## config.mk

```make
export PLATFORM = sky130hd
export DESIGN_NAME = rscd_top
export DESIGN_NICKNAME = d
export VERILOG_FILES = /design/src/hdl/rscd_pkg.sv /design/src/hdl/rscd_edet_if.sv /design/src/hdl/rscd_edge_det.sv /design/src/hdl/rscd_top.sv
export SDC_FILE = /design/constraint.sdc
export NUM_CORES = 1
export LEC_CHECK = 0
export ABC_AREA = 0
export BUFFER_PORTS_ARGS = -buffer_cell sky130_fd_sc_hd__buf_2
export CORE_ASPECT_RATIO = 0.6
export CORE_MARGIN = 8
export CORE_UTILIZATION = 54
export DETAILED_ROUTE_END_ITERATION = 10
export GPL_ROUTABILITY_DRIVEN = 0
export HOLD_SLACK_MARGIN = 0.15
export PLACE_DENSITY_LB_ADDON = 0.2
export SETUP_SLACK_MARGIN = 0.2
export SKIP_LAST_GASP = 1
export SYNTH_ARGS = -nofsm -noshare
export SYNTH_HDL_FRONTEND = slang
export SYNTH_SLANG_ARGS = --single-unit
```

## constraint.sdc

```tcl
create_clock -name aclk -period 3.8 [get_ports aclk]
set_input_delay 0.57 -clock aclk [delete_from_list [all_inputs] [get_ports aclk]]
set_output_delay 0.57 -clock aclk [all_outputs]
set_load 0.01 [all_outputs]
```

## src/hdl/rscd_pkg.sv

```systemverilog
// constants for the run-time settings command decoder
// ****************************************************************
// ****************************************************************
package rscd_pkg;

   // command code
   localparam logic [7:0] CMD_SET_SETTINGS = 8'h60;

   // register byte offsets on the AXI4-Lite bus
   localparam logic [7:0] OFS_REPORT = 8'h00; // 16 words, report bytes 0..63
   localparam logic [7:0] OFS_SUBMIT = 8'h40;
   localparam logic [7:0] OFS_STATUS = 8'h44;
   localparam logic [7:0] OFS_SETTINGS = 8'h48;
   localparam logic [7:0] OFS_PIN_IN = 8'h4C;
   localparam int REPORT_WORDS = 16;

   // report byte positions
   localparam int BYTE_CODE = 0;
   localparam int BYTE_REF = 5;
   localparam int BYTE_IRQ = 6;
   localparam int BYTE_ALTER = 7;
   localparam int BYTE_PIN0 = 8;

   // reference byte fields
   localparam int REF_LOAD_BIT = 7;
   localparam int REF_LVL_HI = 2;
   localparam int REF_LVL_LO = 1;
   localparam int REF_SRC_BIT = 0;

   // interrupt byte fields
   localparam int IRQ_MOD_BIT = 7;
   localparam int IRQ_UPD_RISE = 4;
   localparam int IRQ_RISE_VAL = 3;
   localparam int IRQ_UPD_FALL = 2;
   localparam int IRQ_FALL_VAL = 1;
   localparam int IRQ_CLR_BIT = 0;

   // pin byte fields
   localparam int PIN_VAL_BIT = 4;
   localparam int PIN_DIR_BIT = 3;
   localparam int PIN_FN_HI = 2;
   localparam logic [7:0] ALTER_YES = 8'h01;

   // pin functions
   localparam logic [2:0] FN_GPIO = 3'h0;
   localparam logic [2:0] FN_SUSPEND = 3'h1;
   localparam logic [2:0] FN_RX_LED = 3'h2;

   // reset values of the working settings
   localparam logic [1:0] RST_REF_LVL = 2'h0;
   localparam logic RST_REF_SRC = 1'b0;
   localparam logic [2:0] RST_PIN_FN = FN_GPIO;
   localparam logic RST_PIN_DIR = 1'b1;
   localparam logic RST_PIN_VAL = 1'b0;
   localparam logic RST_RISE_EN = 1'b0;
   localparam logic RST_FALL_EN = 1'b0;

   // AXI responses
   localparam logic [1:0] RESP_OKAY = 2'h0;
   localparam logic [1:0] RESP_SLVERR = 2'h2;

   typedef enum logic [0:0] {WR_IDLE, WR_RESP} rscd_wr_state_t;

endpackage

```

## src/hdl/rscd_edet_if.sv

```systemverilog
// control and status path between decoder and edge detector
`timescale 1ns/100ps
interface rscd_edet_if;
   logic upd_rise;
   logic rise_val;
   logic upd_fall;
   logic fall_val;
   logic clr_flag;
   logic rise_en;
   logic fall_en;
   logic flag;

   modport ctrl (output upd_rise, output rise_val, output upd_fall, output fall_val,
      output clr_flag, input rise_en, input fall_en, input flag);
   modport det (input upd_rise, input rise_val, input upd_fall, input fall_val,
      input clr_flag, output rise_en, output fall_en, output flag);
endinterface

```

## src/hdl/rscd_edge_det.sv

```systemverilog
// edge-interrupt detector with its working settings and sticky flag
`timescale 1ns/100ps
module rscd_edge_det (
   // clock and reset
   input wire logic aclk,
   input wire logic aresetn,
   // sense pin
   input wire logic sense_in,
   // decoder side
   rscd_edet_if.det ctl
);

   logic prev_q, prev_d;
   logic armed_q, armed_d;
   logic rise_q, rise_d;
   logic fall_q, fall_d;
   logic flag_q, flag_d;
   logic hit;

   // ****************************************************************
   // next state
   // ****************************************************************
   always_comb begin
      prev_d = sense_in;
      armed_d = 1'b1; // no edge is judged against the reset value of prev
      rise_d = ctl.upd_rise ? ctl.rise_val : rise_q;
      fall_d = ctl.upd_fall ? ctl.fall_val : fall_q;
      hit = armed_q & ((rise_q & sense_in & ~prev_q) | (fall_q & ~sense_in & prev_q));
      flag_d = flag_q;
      if (ctl.clr_flag) begin
         flag_d = 1'b0;
      end
      if (hit) begin
         flag_d = 1'b1;
      end
   end

   // registers
   always_ff @(posedge aclk) begin
      if (!aresetn) begin
         prev_q <= 1'b0;
         armed_q <= 1'b0;
         rise_q <= rscd_pkg::RST_RISE_EN;
         fall_q <= rscd_pkg::RST_FALL_EN;
         flag_q <= 1'b0;
      end else begin
         prev_q <= prev_d;
         armed_q <= armed_d;
         rise_q <= rise_d;
         fall_q <= fall_d;
         flag_q <= flag_d;
      end
   end

   assign ctl.rise_en = rise_q;
   assign ctl.fall_en = fall_q;
   assign ctl.flag = flag_q;

endmodule

```

## src/hdl/rscd_top.sv

```systemverilog
// run-time settings command decoder with AXI4-Lite register access
`timescale 1ns/100ps
module rscd_top #(
   parameter int ADDR_W = 8
) (
   // clock and reset
   input wire logic aclk,
   input wire logic aresetn,
   // AXI4-Lite write address
   input wire logic [ADDR_W-1:0] s_axi_awaddr,
   input wire logic s_axi_awvalid,
   output logic s_axi_awready,
   // AXI4-Lite write data
   input wire logic [31:0] s_axi_wdata,
   input wire logic [3:0] s_axi_wstrb,
   input wire logic s_axi_wvalid,
   output logic s_axi_wready,
   // AXI4-Lite write response
   output logic [1:0] s_axi_bresp,
   output logic s_axi_bvalid,
   input wire logic s_axi_bready,
   // AXI4-Lite read address
   input wire logic [ADDR_W-1:0] s_axi_araddr,
   input wire logic s_axi_arvalid,
   output logic s_axi_arready,
   // AXI4-Lite read data
   output logic [31:0] s_axi_rdata,
   output logic [1:0] s_axi_rresp,
   output logic s_axi_rvalid,
   input wire logic s_axi_rready,
   // converter reference selection
   output logic [1:0] ref_level,
   output logic ref_internal,
   // edge detector
   input wire logic irq_sense_in,
   output logic irq_flag,
   // general pin zero and its alternate sources
   input wire logic general_pin_zero_i,
   output logic general_pin_zero_o,
   output logic general_pin_zero_oe,
   input wire logic suspend_indicator_out,
   input wire logic serial_receive_activity_led
);

   rscd_edet_if edet ();

   // ****************************************************************
   // helpers
   // ****************************************************************
   // byte-lane merge of a write into a stored word
   function automatic logic [31:0] merge(input logic [31:0] old, input logic [31:0] wd,
      input logic [3:0] st);
      logic [31:0] r;
      r = old;
      for (int i = 0; i < 4; i++) begin
         if (st[i]) begin
            r[i*8 +: 8] = wd[i*8 +: 8];
         end
      end
      return r;
   endfunction

   // true when an address falls in the report window
   function automatic logic in_report(input logic [ADDR_W-1:0] a);
      return a < ADDR_W'(rscd_pkg::OFS_SUBMIT);
   endfunction

   // ****************************************************************
   // state
   // ****************************************************************
   logic [31:0] rpt_q [rscd_pkg::REPORT_WORDS];
   logic [31:0] rpt_d [rscd_pkg::REPORT_WORDS];
   rscd_pkg::rscd_wr_state_t wst_q, wst_d;
   logic aw_got_q, aw_got_d, w_got_q, w_got_d;
   logic [ADDR_W-1:0] waddr_q, waddr_d;
   logic [31:0] wdata_q, wdata_d;
   logic [3:0] wstrb_q, wstrb_d;
   logic awready_q, awready_d, wready_q, wready_d;
   logic bvalid_q, bvalid_d;
   logic [1:0] bresp_q, bresp_d;
   logic arready_q, arready_d, rvalid_q, rvalid_d;
   logic [31:0] rdata_q, rdata_d;
   logic [1:0] rresp_q, rresp_d;
   logic do_write, wr_ok;
   logic exec_q, exec_d;
   logic [1:0] ref_lvl_q, ref_lvl_d;
   logic ref_src_q, ref_src_d;
   logic [2:0] pin_fn_q, pin_fn_d;
   logic pin_dir_q, pin_dir_d;
   logic pin_val_q, pin_val_d;
   logic accepted_q, accepted_d;
   logic [7:0] last_code_q, last_code_d;
   logic pin_o_q, pin_o_d, pin_oe_q, pin_oe_d;
   logic [7:0] b_code, b_ref, b_irq, b_alter, b_pin;
   logic cmd_ok, irq_mod;

   // report bytes seen by the decoder
   assign b_code = rpt_q[rscd_pkg::BYTE_CODE / 4][(rscd_pkg::BYTE_CODE % 4)*8 +: 8];
   assign b_ref = rpt_q[rscd_pkg::BYTE_REF / 4][(rscd_pkg::BYTE_REF % 4)*8 +: 8];
   assign b_irq = rpt_q[rscd_pkg::BYTE_IRQ / 4][(rscd_pkg::BYTE_IRQ % 4)*8 +: 8];
   assign b_alter = rpt_q[rscd_pkg::BYTE_ALTER / 4][(rscd_pkg::BYTE_ALTER % 4)*8 +: 8];
   assign b_pin = rpt_q[rscd_pkg::BYTE_PIN0 / 4][(rscd_pkg::BYTE_PIN0 % 4)*8 +: 8];
   assign cmd_ok = exec_q & (b_code == rscd_pkg::CMD_SET_SETTINGS);
   assign irq_mod = cmd_ok & b_irq[rscd_pkg::IRQ_MOD_BIT];

   // ****************************************************************
   // AXI4-Lite write channel
   // ****************************************************************
   // address and data are taken in either order; one write is open at a time
   always_comb begin
      wst_d = wst_q;
      aw_got_d = aw_got_q | (s_axi_awvalid & awready_q);
      w_got_d = w_got_q | (s_axi_wvalid & wready_q);
      waddr_d = (s_axi_awvalid & awready_q) ? s_axi_awaddr : waddr_q;
      wdata_d = (s_axi_wvalid & wready_q) ? s_axi_wdata : wdata_q;
      wstrb_d = (s_axi_wvalid & wready_q) ? s_axi_wstrb : wstrb_q;
      bvalid_d = bvalid_q;
      bresp_d = bresp_q;
      do_write = 1'b0;
      wr_ok = in_report(waddr_d) || waddr_d == ADDR_W'(rscd_pkg::OFS_SUBMIT);
      case (wst_q)
         rscd_pkg::WR_IDLE: begin
            if (aw_got_d && w_got_d) begin
               do_write = 1'b1;
               aw_got_d = 1'b0;
               w_got_d = 1'b0;
               bvalid_d = 1'b1;
               bresp_d = wr_ok ? rscd_pkg::RESP_OKAY : rscd_pkg::RESP_SLVERR;
               wst_d = rscd_pkg::WR_RESP;
            end
         end
         rscd_pkg::WR_RESP: begin
            if (s_axi_bready) begin
               bvalid_d = 1'b0;
               wst_d = rscd_pkg::WR_IDLE;
            end
         end
         default: begin
            wst_d = rscd_pkg::WR_IDLE;
         end
      endcase
      awready_d = (wst_d == rscd_pkg::WR_IDLE) & ~aw_got_d;
      wready_d = (wst_d == rscd_pkg::WR_IDLE) & ~w_got_d;
   end

   // report buffer and submit strobe; execution runs the cycle after the submit write
   always_comb begin
      rpt_d = rpt_q;
      exec_d = 1'b0;
      if (do_write && in_report(waddr_d)) begin
         rpt_d[waddr_d[5:2]] = merge(rpt_q[waddr_d[5:2]], wdata_d, wstrb_d);
      end
      if (do_write && waddr_d == ADDR_W'(rscd_pkg::OFS_SUBMIT) && wstrb_d[0] && wdata_d[0]) begin
         exec_d = 1'b1;
      end
   end

   // ****************************************************************
   // AXI4-Lite read channel
   // ****************************************************************
   always_comb begin
      arready_d = arready_q;
      rvalid_d = rvalid_q;
      rdata_d = rdata_q;
      rresp_d = rresp_q;
      if (s_axi_arvalid && arready_q) begin
         arready_d = 1'b0;
         rvalid_d = 1'b1;
         rresp_d = rscd_pkg::RESP_OKAY;
         rdata_d = 32'h0000_0000;
         if (in_report(s_axi_araddr)) begin
            rdata_d = rpt_q[s_axi_araddr[5:2]];
         end else if (s_axi_araddr == ADDR_W'(rscd_pkg::OFS_SUBMIT)) begin
            rdata_d = 32'h0000_0000; // submit reads as zero
         end else if (s_axi_araddr == ADDR_W'(rscd_pkg::OFS_STATUS)) begin
            rdata_d = {14'h0000, edet.flag, accepted_q, last_code_q, 8'h00};
         end else if (s_axi_araddr == ADDR_W'(rscd_pkg::OFS_SETTINGS)) begin
            rdata_d = {14'h0000, edet.fall_en, edet.rise_en, 3'h0, pin_val_q, pin_dir_q,
               pin_fn_q, 5'h00, ref_lvl_q, ref_src_q};
         end else if (s_axi_araddr == ADDR_W'(rscd_pkg::OFS_PIN_IN)) begin
            rdata_d = {31'h0000_0000, general_pin_zero_i};
         end else begin
            rresp_d = rscd_pkg::RESP_SLVERR; // unmapped
         end
      end else if (rvalid_q && s_axi_rready) begin
         rvalid_d = 1'b0;
         arready_d = 1'b1;
      end
   end

   // ****************************************************************
   // command decode
   // ****************************************************************
   // bits not named below are never looked at
   always_comb begin
      ref_lvl_d = ref_lvl_q;
      ref_src_d = ref_src_q;
      pin_fn_d = pin_fn_q;
      pin_dir_d = pin_dir_q;
      pin_val_d = pin_val_q;
      accepted_d = accepted_q;
      last_code_d = last_code_q;
      if (exec_q) begin
         accepted_d = cmd_ok;
         last_code_d = b_code;
      end
      if (cmd_ok && b_ref[rscd_pkg::REF_LOAD_BIT]) begin
         ref_lvl_d = b_ref[rscd_pkg::REF_LVL_HI:rscd_pkg::REF_LVL_LO];
         ref_src_d = b_ref[rscd_pkg::REF_SRC_BIT];
      end
      if (cmd_ok && b_alter == rscd_pkg::ALTER_YES) begin
         pin_val_d = b_pin[rscd_pkg::PIN_VAL_BIT];
         pin_dir_d = b_pin[rscd_pkg::PIN_DIR_BIT];
         // unknown function codes keep the current function
         if (b_pin[rscd_pkg::PIN_FN_HI:0] <= rscd_pkg::FN_RX_LED) begin
            pin_fn_d = b_pin[rscd_pkg::PIN_FN_HI:0];
         end
      end
   end

   // edge detector steering; update and clear strobes gated by the modify enable, edge values passed ungated
   assign edet.upd_rise = irq_mod & b_irq[rscd_pkg::IRQ_UPD_RISE];
   assign edet.rise_val = b_irq[rscd_pkg::IRQ_RISE_VAL];
   assign edet.upd_fall = irq_mod & b_irq[rscd_pkg::IRQ_UPD_FALL];
   assign edet.fall_val = b_irq[rscd_pkg::IRQ_FALL_VAL];
   assign edet.clr_flag = irq_mod & b_irq[rscd_pkg::IRQ_CLR_BIT];

   // ****************************************************************
   // general pin zero drive
   // ****************************************************************
   // direction only matters in GPIO function; alternate functions always drive
   always_comb begin
      case (pin_fn_q)
         rscd_pkg::FN_GPIO: begin
            pin_o_d = pin_val_q;
            pin_oe_d = ~pin_dir_q;
         end
         rscd_pkg::FN_SUSPEND: begin
            pin_o_d = suspend_indicator_out;
            pin_oe_d = 1'b1;
         end
         rscd_pkg::FN_RX_LED: begin
            pin_o_d = serial_receive_activity_led;
            pin_oe_d = 1'b1;
         end
         default: begin
            pin_o_d = 1'b0;
            pin_oe_d = 1'b0;
         end
      endcase
   end

   // ****************************************************************
   // registers
   // ****************************************************************
   // working settings fall back to defaults only through reset
   always_ff @(posedge aclk) begin
      if (!aresetn) begin
         wst_q <= rscd_pkg::WR_IDLE;
         aw_got_q <= 1'b0;
         w_got_q <= 1'b0;
         waddr_q <= '0;
         wdata_q <= 32'h0000_0000;
         wstrb_q <= 4'h0;
         awready_q <= 1'b0;
         wready_q <= 1'b0;
         bvalid_q <= 1'b0;
         bresp_q <= rscd_pkg::RESP_OKAY;
         arready_q <= 1'b0;
         rvalid_q <= 1'b0;
         rdata_q <= 32'h0000_0000;
         rresp_q <= rscd_pkg::RESP_OKAY;
         for (int i = 0; i < rscd_pkg::REPORT_WORDS; i++) begin
            rpt_q[i] <= 32'h0000_0000;
         end
         exec_q <= 1'b0;
         ref_lvl_q <= rscd_pkg::RST_REF_LVL;
         ref_src_q <= rscd_pkg::RST_REF_SRC;
         pin_fn_q <= rscd_pkg::RST_PIN_FN;
         pin_dir_q <= rscd_pkg::RST_PIN_DIR;
         pin_val_q <= rscd_pkg::RST_PIN_VAL;
         accepted_q <= 1'b0;
         last_code_q <= 8'h00;
         pin_o_q <= 1'b0;
         pin_oe_q <= 1'b0;
      end else begin
         wst_q <= wst_d;
         aw_got_q <= aw_got_d;
         w_got_q <= w_got_d;
         waddr_q <= waddr_d;
         wdata_q <= wdata_d;
         wstrb_q <= wstrb_d;
         awready_q <= awready_d;
         wready_q <= wready_d;
         bvalid_q <= bvalid_d;
         bresp_q <= bresp_d;
         arready_q <= arready_d | (~rvalid_d & ~arready_q & ~rvalid_q); // first ready after reset
         rvalid_q <= rvalid_d;
         rdata_q <= rdata_d;
         rresp_q <= rresp_d;
         rpt_q <= rpt_d;
         exec_q <= exec_d;
         ref_lvl_q <= ref_lvl_d;
         ref_src_q <= ref_src_d;
         pin_fn_q <= pin_fn_d;
         pin_dir_q <= pin_dir_d;
         pin_val_q <= pin_val_d;
         accepted_q <= accepted_d;
         last_code_q <= last_code_d;
         pin_o_q <= pin_o_d;
         pin_oe_q <= pin_oe_d;
      end
   end

   // edge detector keeps its own settings and flag
   rscd_edge_det u_edge (
      .aclk(aclk),
      .aresetn(aresetn),
      .sense_in(irq_sense_in),
      .ctl(edet.det)
   );

   // outputs, all from flops
   assign s_axi_awready = awready_q;
   assign s_axi_wready = wready_q;
   assign s_axi_bvalid = bvalid_q;
   assign s_axi_bresp = bresp_q;
   assign s_axi_arready = arready_q;
   assign s_axi_rvalid = rvalid_q;
   assign s_axi_rdata = rdata_q;
   assign s_axi_rresp = rresp_q;
   assign ref_level = ref_lvl_q;
   assign ref_internal = ref_src_q;
   assign irq_flag = edet.flag;
   assign general_pin_zero_o = pin_o_q;
   assign general_pin_zero_oe = pin_oe_q;

endmodule

```

==> results.py <==
metrics = {
    "run_status": {
        "status": "complete, no violations",
    },
    "floorplan": {
        "std_cell_rows": 67,
        "start_util_pct": 54.6,
        "dieArea_um2": 64500,
        "dieHeight_um": 200,
        "ios": 110,
        "core_um2": 55700,
        "dieWidth_um": 323,
    },
    "sta": {
        "skew_ps": 44.4,
        "worst_pin_slew_ps": 1140,
        "slew_headroom_pct": 23.8,
        "fin_crit_sh_pct": 87.0,
        "maxSlewViolCount": 0,
        "hold_violations": 0,
        "setup_viol": 0,
        "rsz0062_at_grt": "false",
        "fmax_mhz": 303,
        "timing.setup.tns_ps": 0,
        "fin_crit_ps": 3300,
    },
    "synth": {
        "ys.flop_type": "dfxtp_1",
        "synth-seq-cells": 623,
        "ys_seq_area_share_pct": 41.0,
        "synth_most_common_cell": "dfxtp_1",
        "syn_inst": 3196,
        "synth.area.top_cells": "dfxtp_1 (41%), mux4_2 (15%), o21ai_0 (6.8%)",
        "yosys-top-cells-count": "dfxtp_1 (623), o21ai_0 (415), nand3_1 (369)",
        "yosysUniqueCellTypes": 57,
        "synth-async-reset-ratio_pct": 0,
        "yosysTopAreaCell": "dfxtp_1",
        "avgSynthCellArea_um2": 9.53,
        "ys_warn_count": 0,
        "synth_top_area_share_pct": 41.0,
        "synth_edf_count": 0,
        "synth_area_um2": 30500,
    },
    "critical_path": {
        "slowest_delay_ps": 590,
        "crit_chain": "nand2_2 > mux2i_4 > buf_4 > nand2_1 > buf_12 > o221ai_1 > nor2_1 > buf_4 > a21oi_1",
        "critPathLaunchType": "register",
        "worstPathArrival_ps": 3840,
        "crit_type": "reg -> reg",
        "startpoint": "s_axi_awready$_SDFF_PN0_",
        "crit_buf_inv": 3,
        "cp_max_fo": 17,
        "cp.required_ps": 4330,
        "cp-end-kind": "register",
        "crit_path_top_delay_cell": "o221ai_1",
        "worstReg2RegStart": "s_axi_awready$_SDFF_PN0_",
        "cpLargestDelayFamily": "buffers and inverters",
        "cpMostUsedCell": "buf_4",
    },
    "cells_and_area": {
        "regMostFlops": "rpt_q",
        "fillers": 4571,
        "layout.nets": 3268,
        "fin_area_um2": 34100,
        "largest_register_ffs": 472,
        "drive_gt1_share_pct": 19.9,
        "area_delta_synth_final_pct": 12.0,
    },
    "pwr": {
        "clkPwrFrac_pct": 42.5,
        "sw_frac_of_total_pct": 26.2,
        "power_density_nw_per_um2": 413,
        "combPwrFrac_pct": 10.4,
        "vdd_drop_max_uv": 298,
        "power_switching_mw": 3.69,
        "seqPwrFrac_pct": 47.1,
        "cellLeakagePower_nw": 12.9,
        "internal_power_mw": 10.4,
    },
    "place": {
        "hpwl_um": 72400,
        "placed_cell_area_um2": 32100,
        "io_buffers": 107,
    },
    "detailed_routing": {
        "avgViaCountPerCell": 6.93,
        "routed_wl_um": 110000,
        "drtAntennaViolNets": 0,
        "drtIter0Drc": 4487,
        "route.detailed.drc": 0,
        "drt-wirelength-per-cell_um": 27.5,
        "drtPass1Iterations": 7,
        "vias": 27773,
    },
    "global_routing": {
        "first_global_vias": 26338,
        "grt_pass1_wl_um": 164000,
        "grt_usage_pct": 33.1,
        "antenna_found_initial": 2,
        "overflow": 0,
        "grt_max_degree": 232,
    },
    "clock_tree": {
        "hold_buffers": 0,
        "cts_tree": "done",
        "cts_max_level": 2,
        "clk_path_buf_depth": 3,
        "root_buffer": "clkbuf_16",
        "numCtsBuffers": 58,
        "cts_sinks": 623,
        "path_clk_slew_ps": 70,
        "clkLatencyLatePin_ps": 650,
    },
    "min_path": {
        "min_from": "irq_sense_in",
        "hold_class": "in -> reg",
    },
    "flow_run": {
        "cap_violations": 0,
    },
}
logic make-up after synthesis:
group,synth area share [%]
compound gates,18.5
simple gates,13.0
flops,41.0
mux,22.6
buf+inv,4.94
other cells,0.0123
worst register-to-register path: cells and delay by family, from the launching register on:
family / cells / cell delay, ps
simple gates: 3 / 780
mux: 1 / 300
compound gates: 2 / 780
flops: 1 / 520
buf+inv: 3 / 800
routing by layer:
metal	track usage (%)	share of wire [%]
met1	46.1	40
met2	44.9	39
met3	14.9	18
met4	11.8	3.2
met5	0	0.012
through the flow:
| step | total power [mW] | instances | hold WS, ps | utilization [%] | setup WS, ps |
|---|---|---|---|---|---|
| finish | 14.1 | 4010 | 166 | 61.2 | 496 |
| global placement | 8.15 | 3898 | 415 | 57.7 | 318 |
| CTS | 14.0 | 4003 | 159 | 61.1 | 316 |
| floorplan | 7.63 | 3197 | 400 | - | 839 |
| global route | 14.4 | 4009 | 188 | 61.2 | 389 |
| detailed placement | 8.17 | 3898 | 433 | 57.7 | 238 |
cell type report:
cell class	instances	area [um^2]	area share, %
antenna	1	2.50	0.00734
inverter	25	95.1	0.279
sequential	623	12500	36.6
tap	759	950	2.79
timing repair buffer	279	2150	6.31
clock inverter	19	183	0.536
multi-input combinational	2218	16500	48.4
clock buffer	86	1730	5.07
layout by cell type, fill, tap and decap left out, drive strengths merged, types with 4 or more instances in the layout:
cell type and count:
a22o 21, nand2b 7, nand2 222, o22ai 67, mux4 206, clkinv 13, o41ai 27, a22oi 4
a221oi 40, o221ai 16, and3 6, o21ai 454, nor3 8, clkbuf 87, dfxtp 623, inv 26
buf 278, a21oi 191, nor2b 6, mux2 21, a31oi 19, nand4 18, mux2i 198, nor2 213
and2 12, nand3 369, a211oi 61
power by group through the flow:
stage	Sequential, mW	Clock (mW)	Combinational (mW)
finish	6.63	5.99	1.46
CTS	6.63	6.00	1.40
detailed placement	6.78	0	1.39
global route	6.64	6.28	1.51
floorplan	6.77	0	0.859
global placement	6.77	0	1.38
timing repair:
action | in CTS | in global routing
resized for setup | 0 | 1
endpoints found under the setup margin | 0 | 73
buffers inserted | 0 | 6
endpoints found under the hold margin | 0 | 0
final timing paths:
check | to | slack, ps | depth (start not counted)
min reg2reg | s_axi_wready$_SDFF_PN0_ | 450 | 1
max reg2reg | rpt_q[121]$_SDFFE_PN0P_ | 500 | 9
max | rpt_q[121]$_SDFFE_PN0P_ | 500 | 9
min | u_edge.prev_q$_SDFF_PN0_ | 170 | 2
Power figures use the tool's default switching activity.
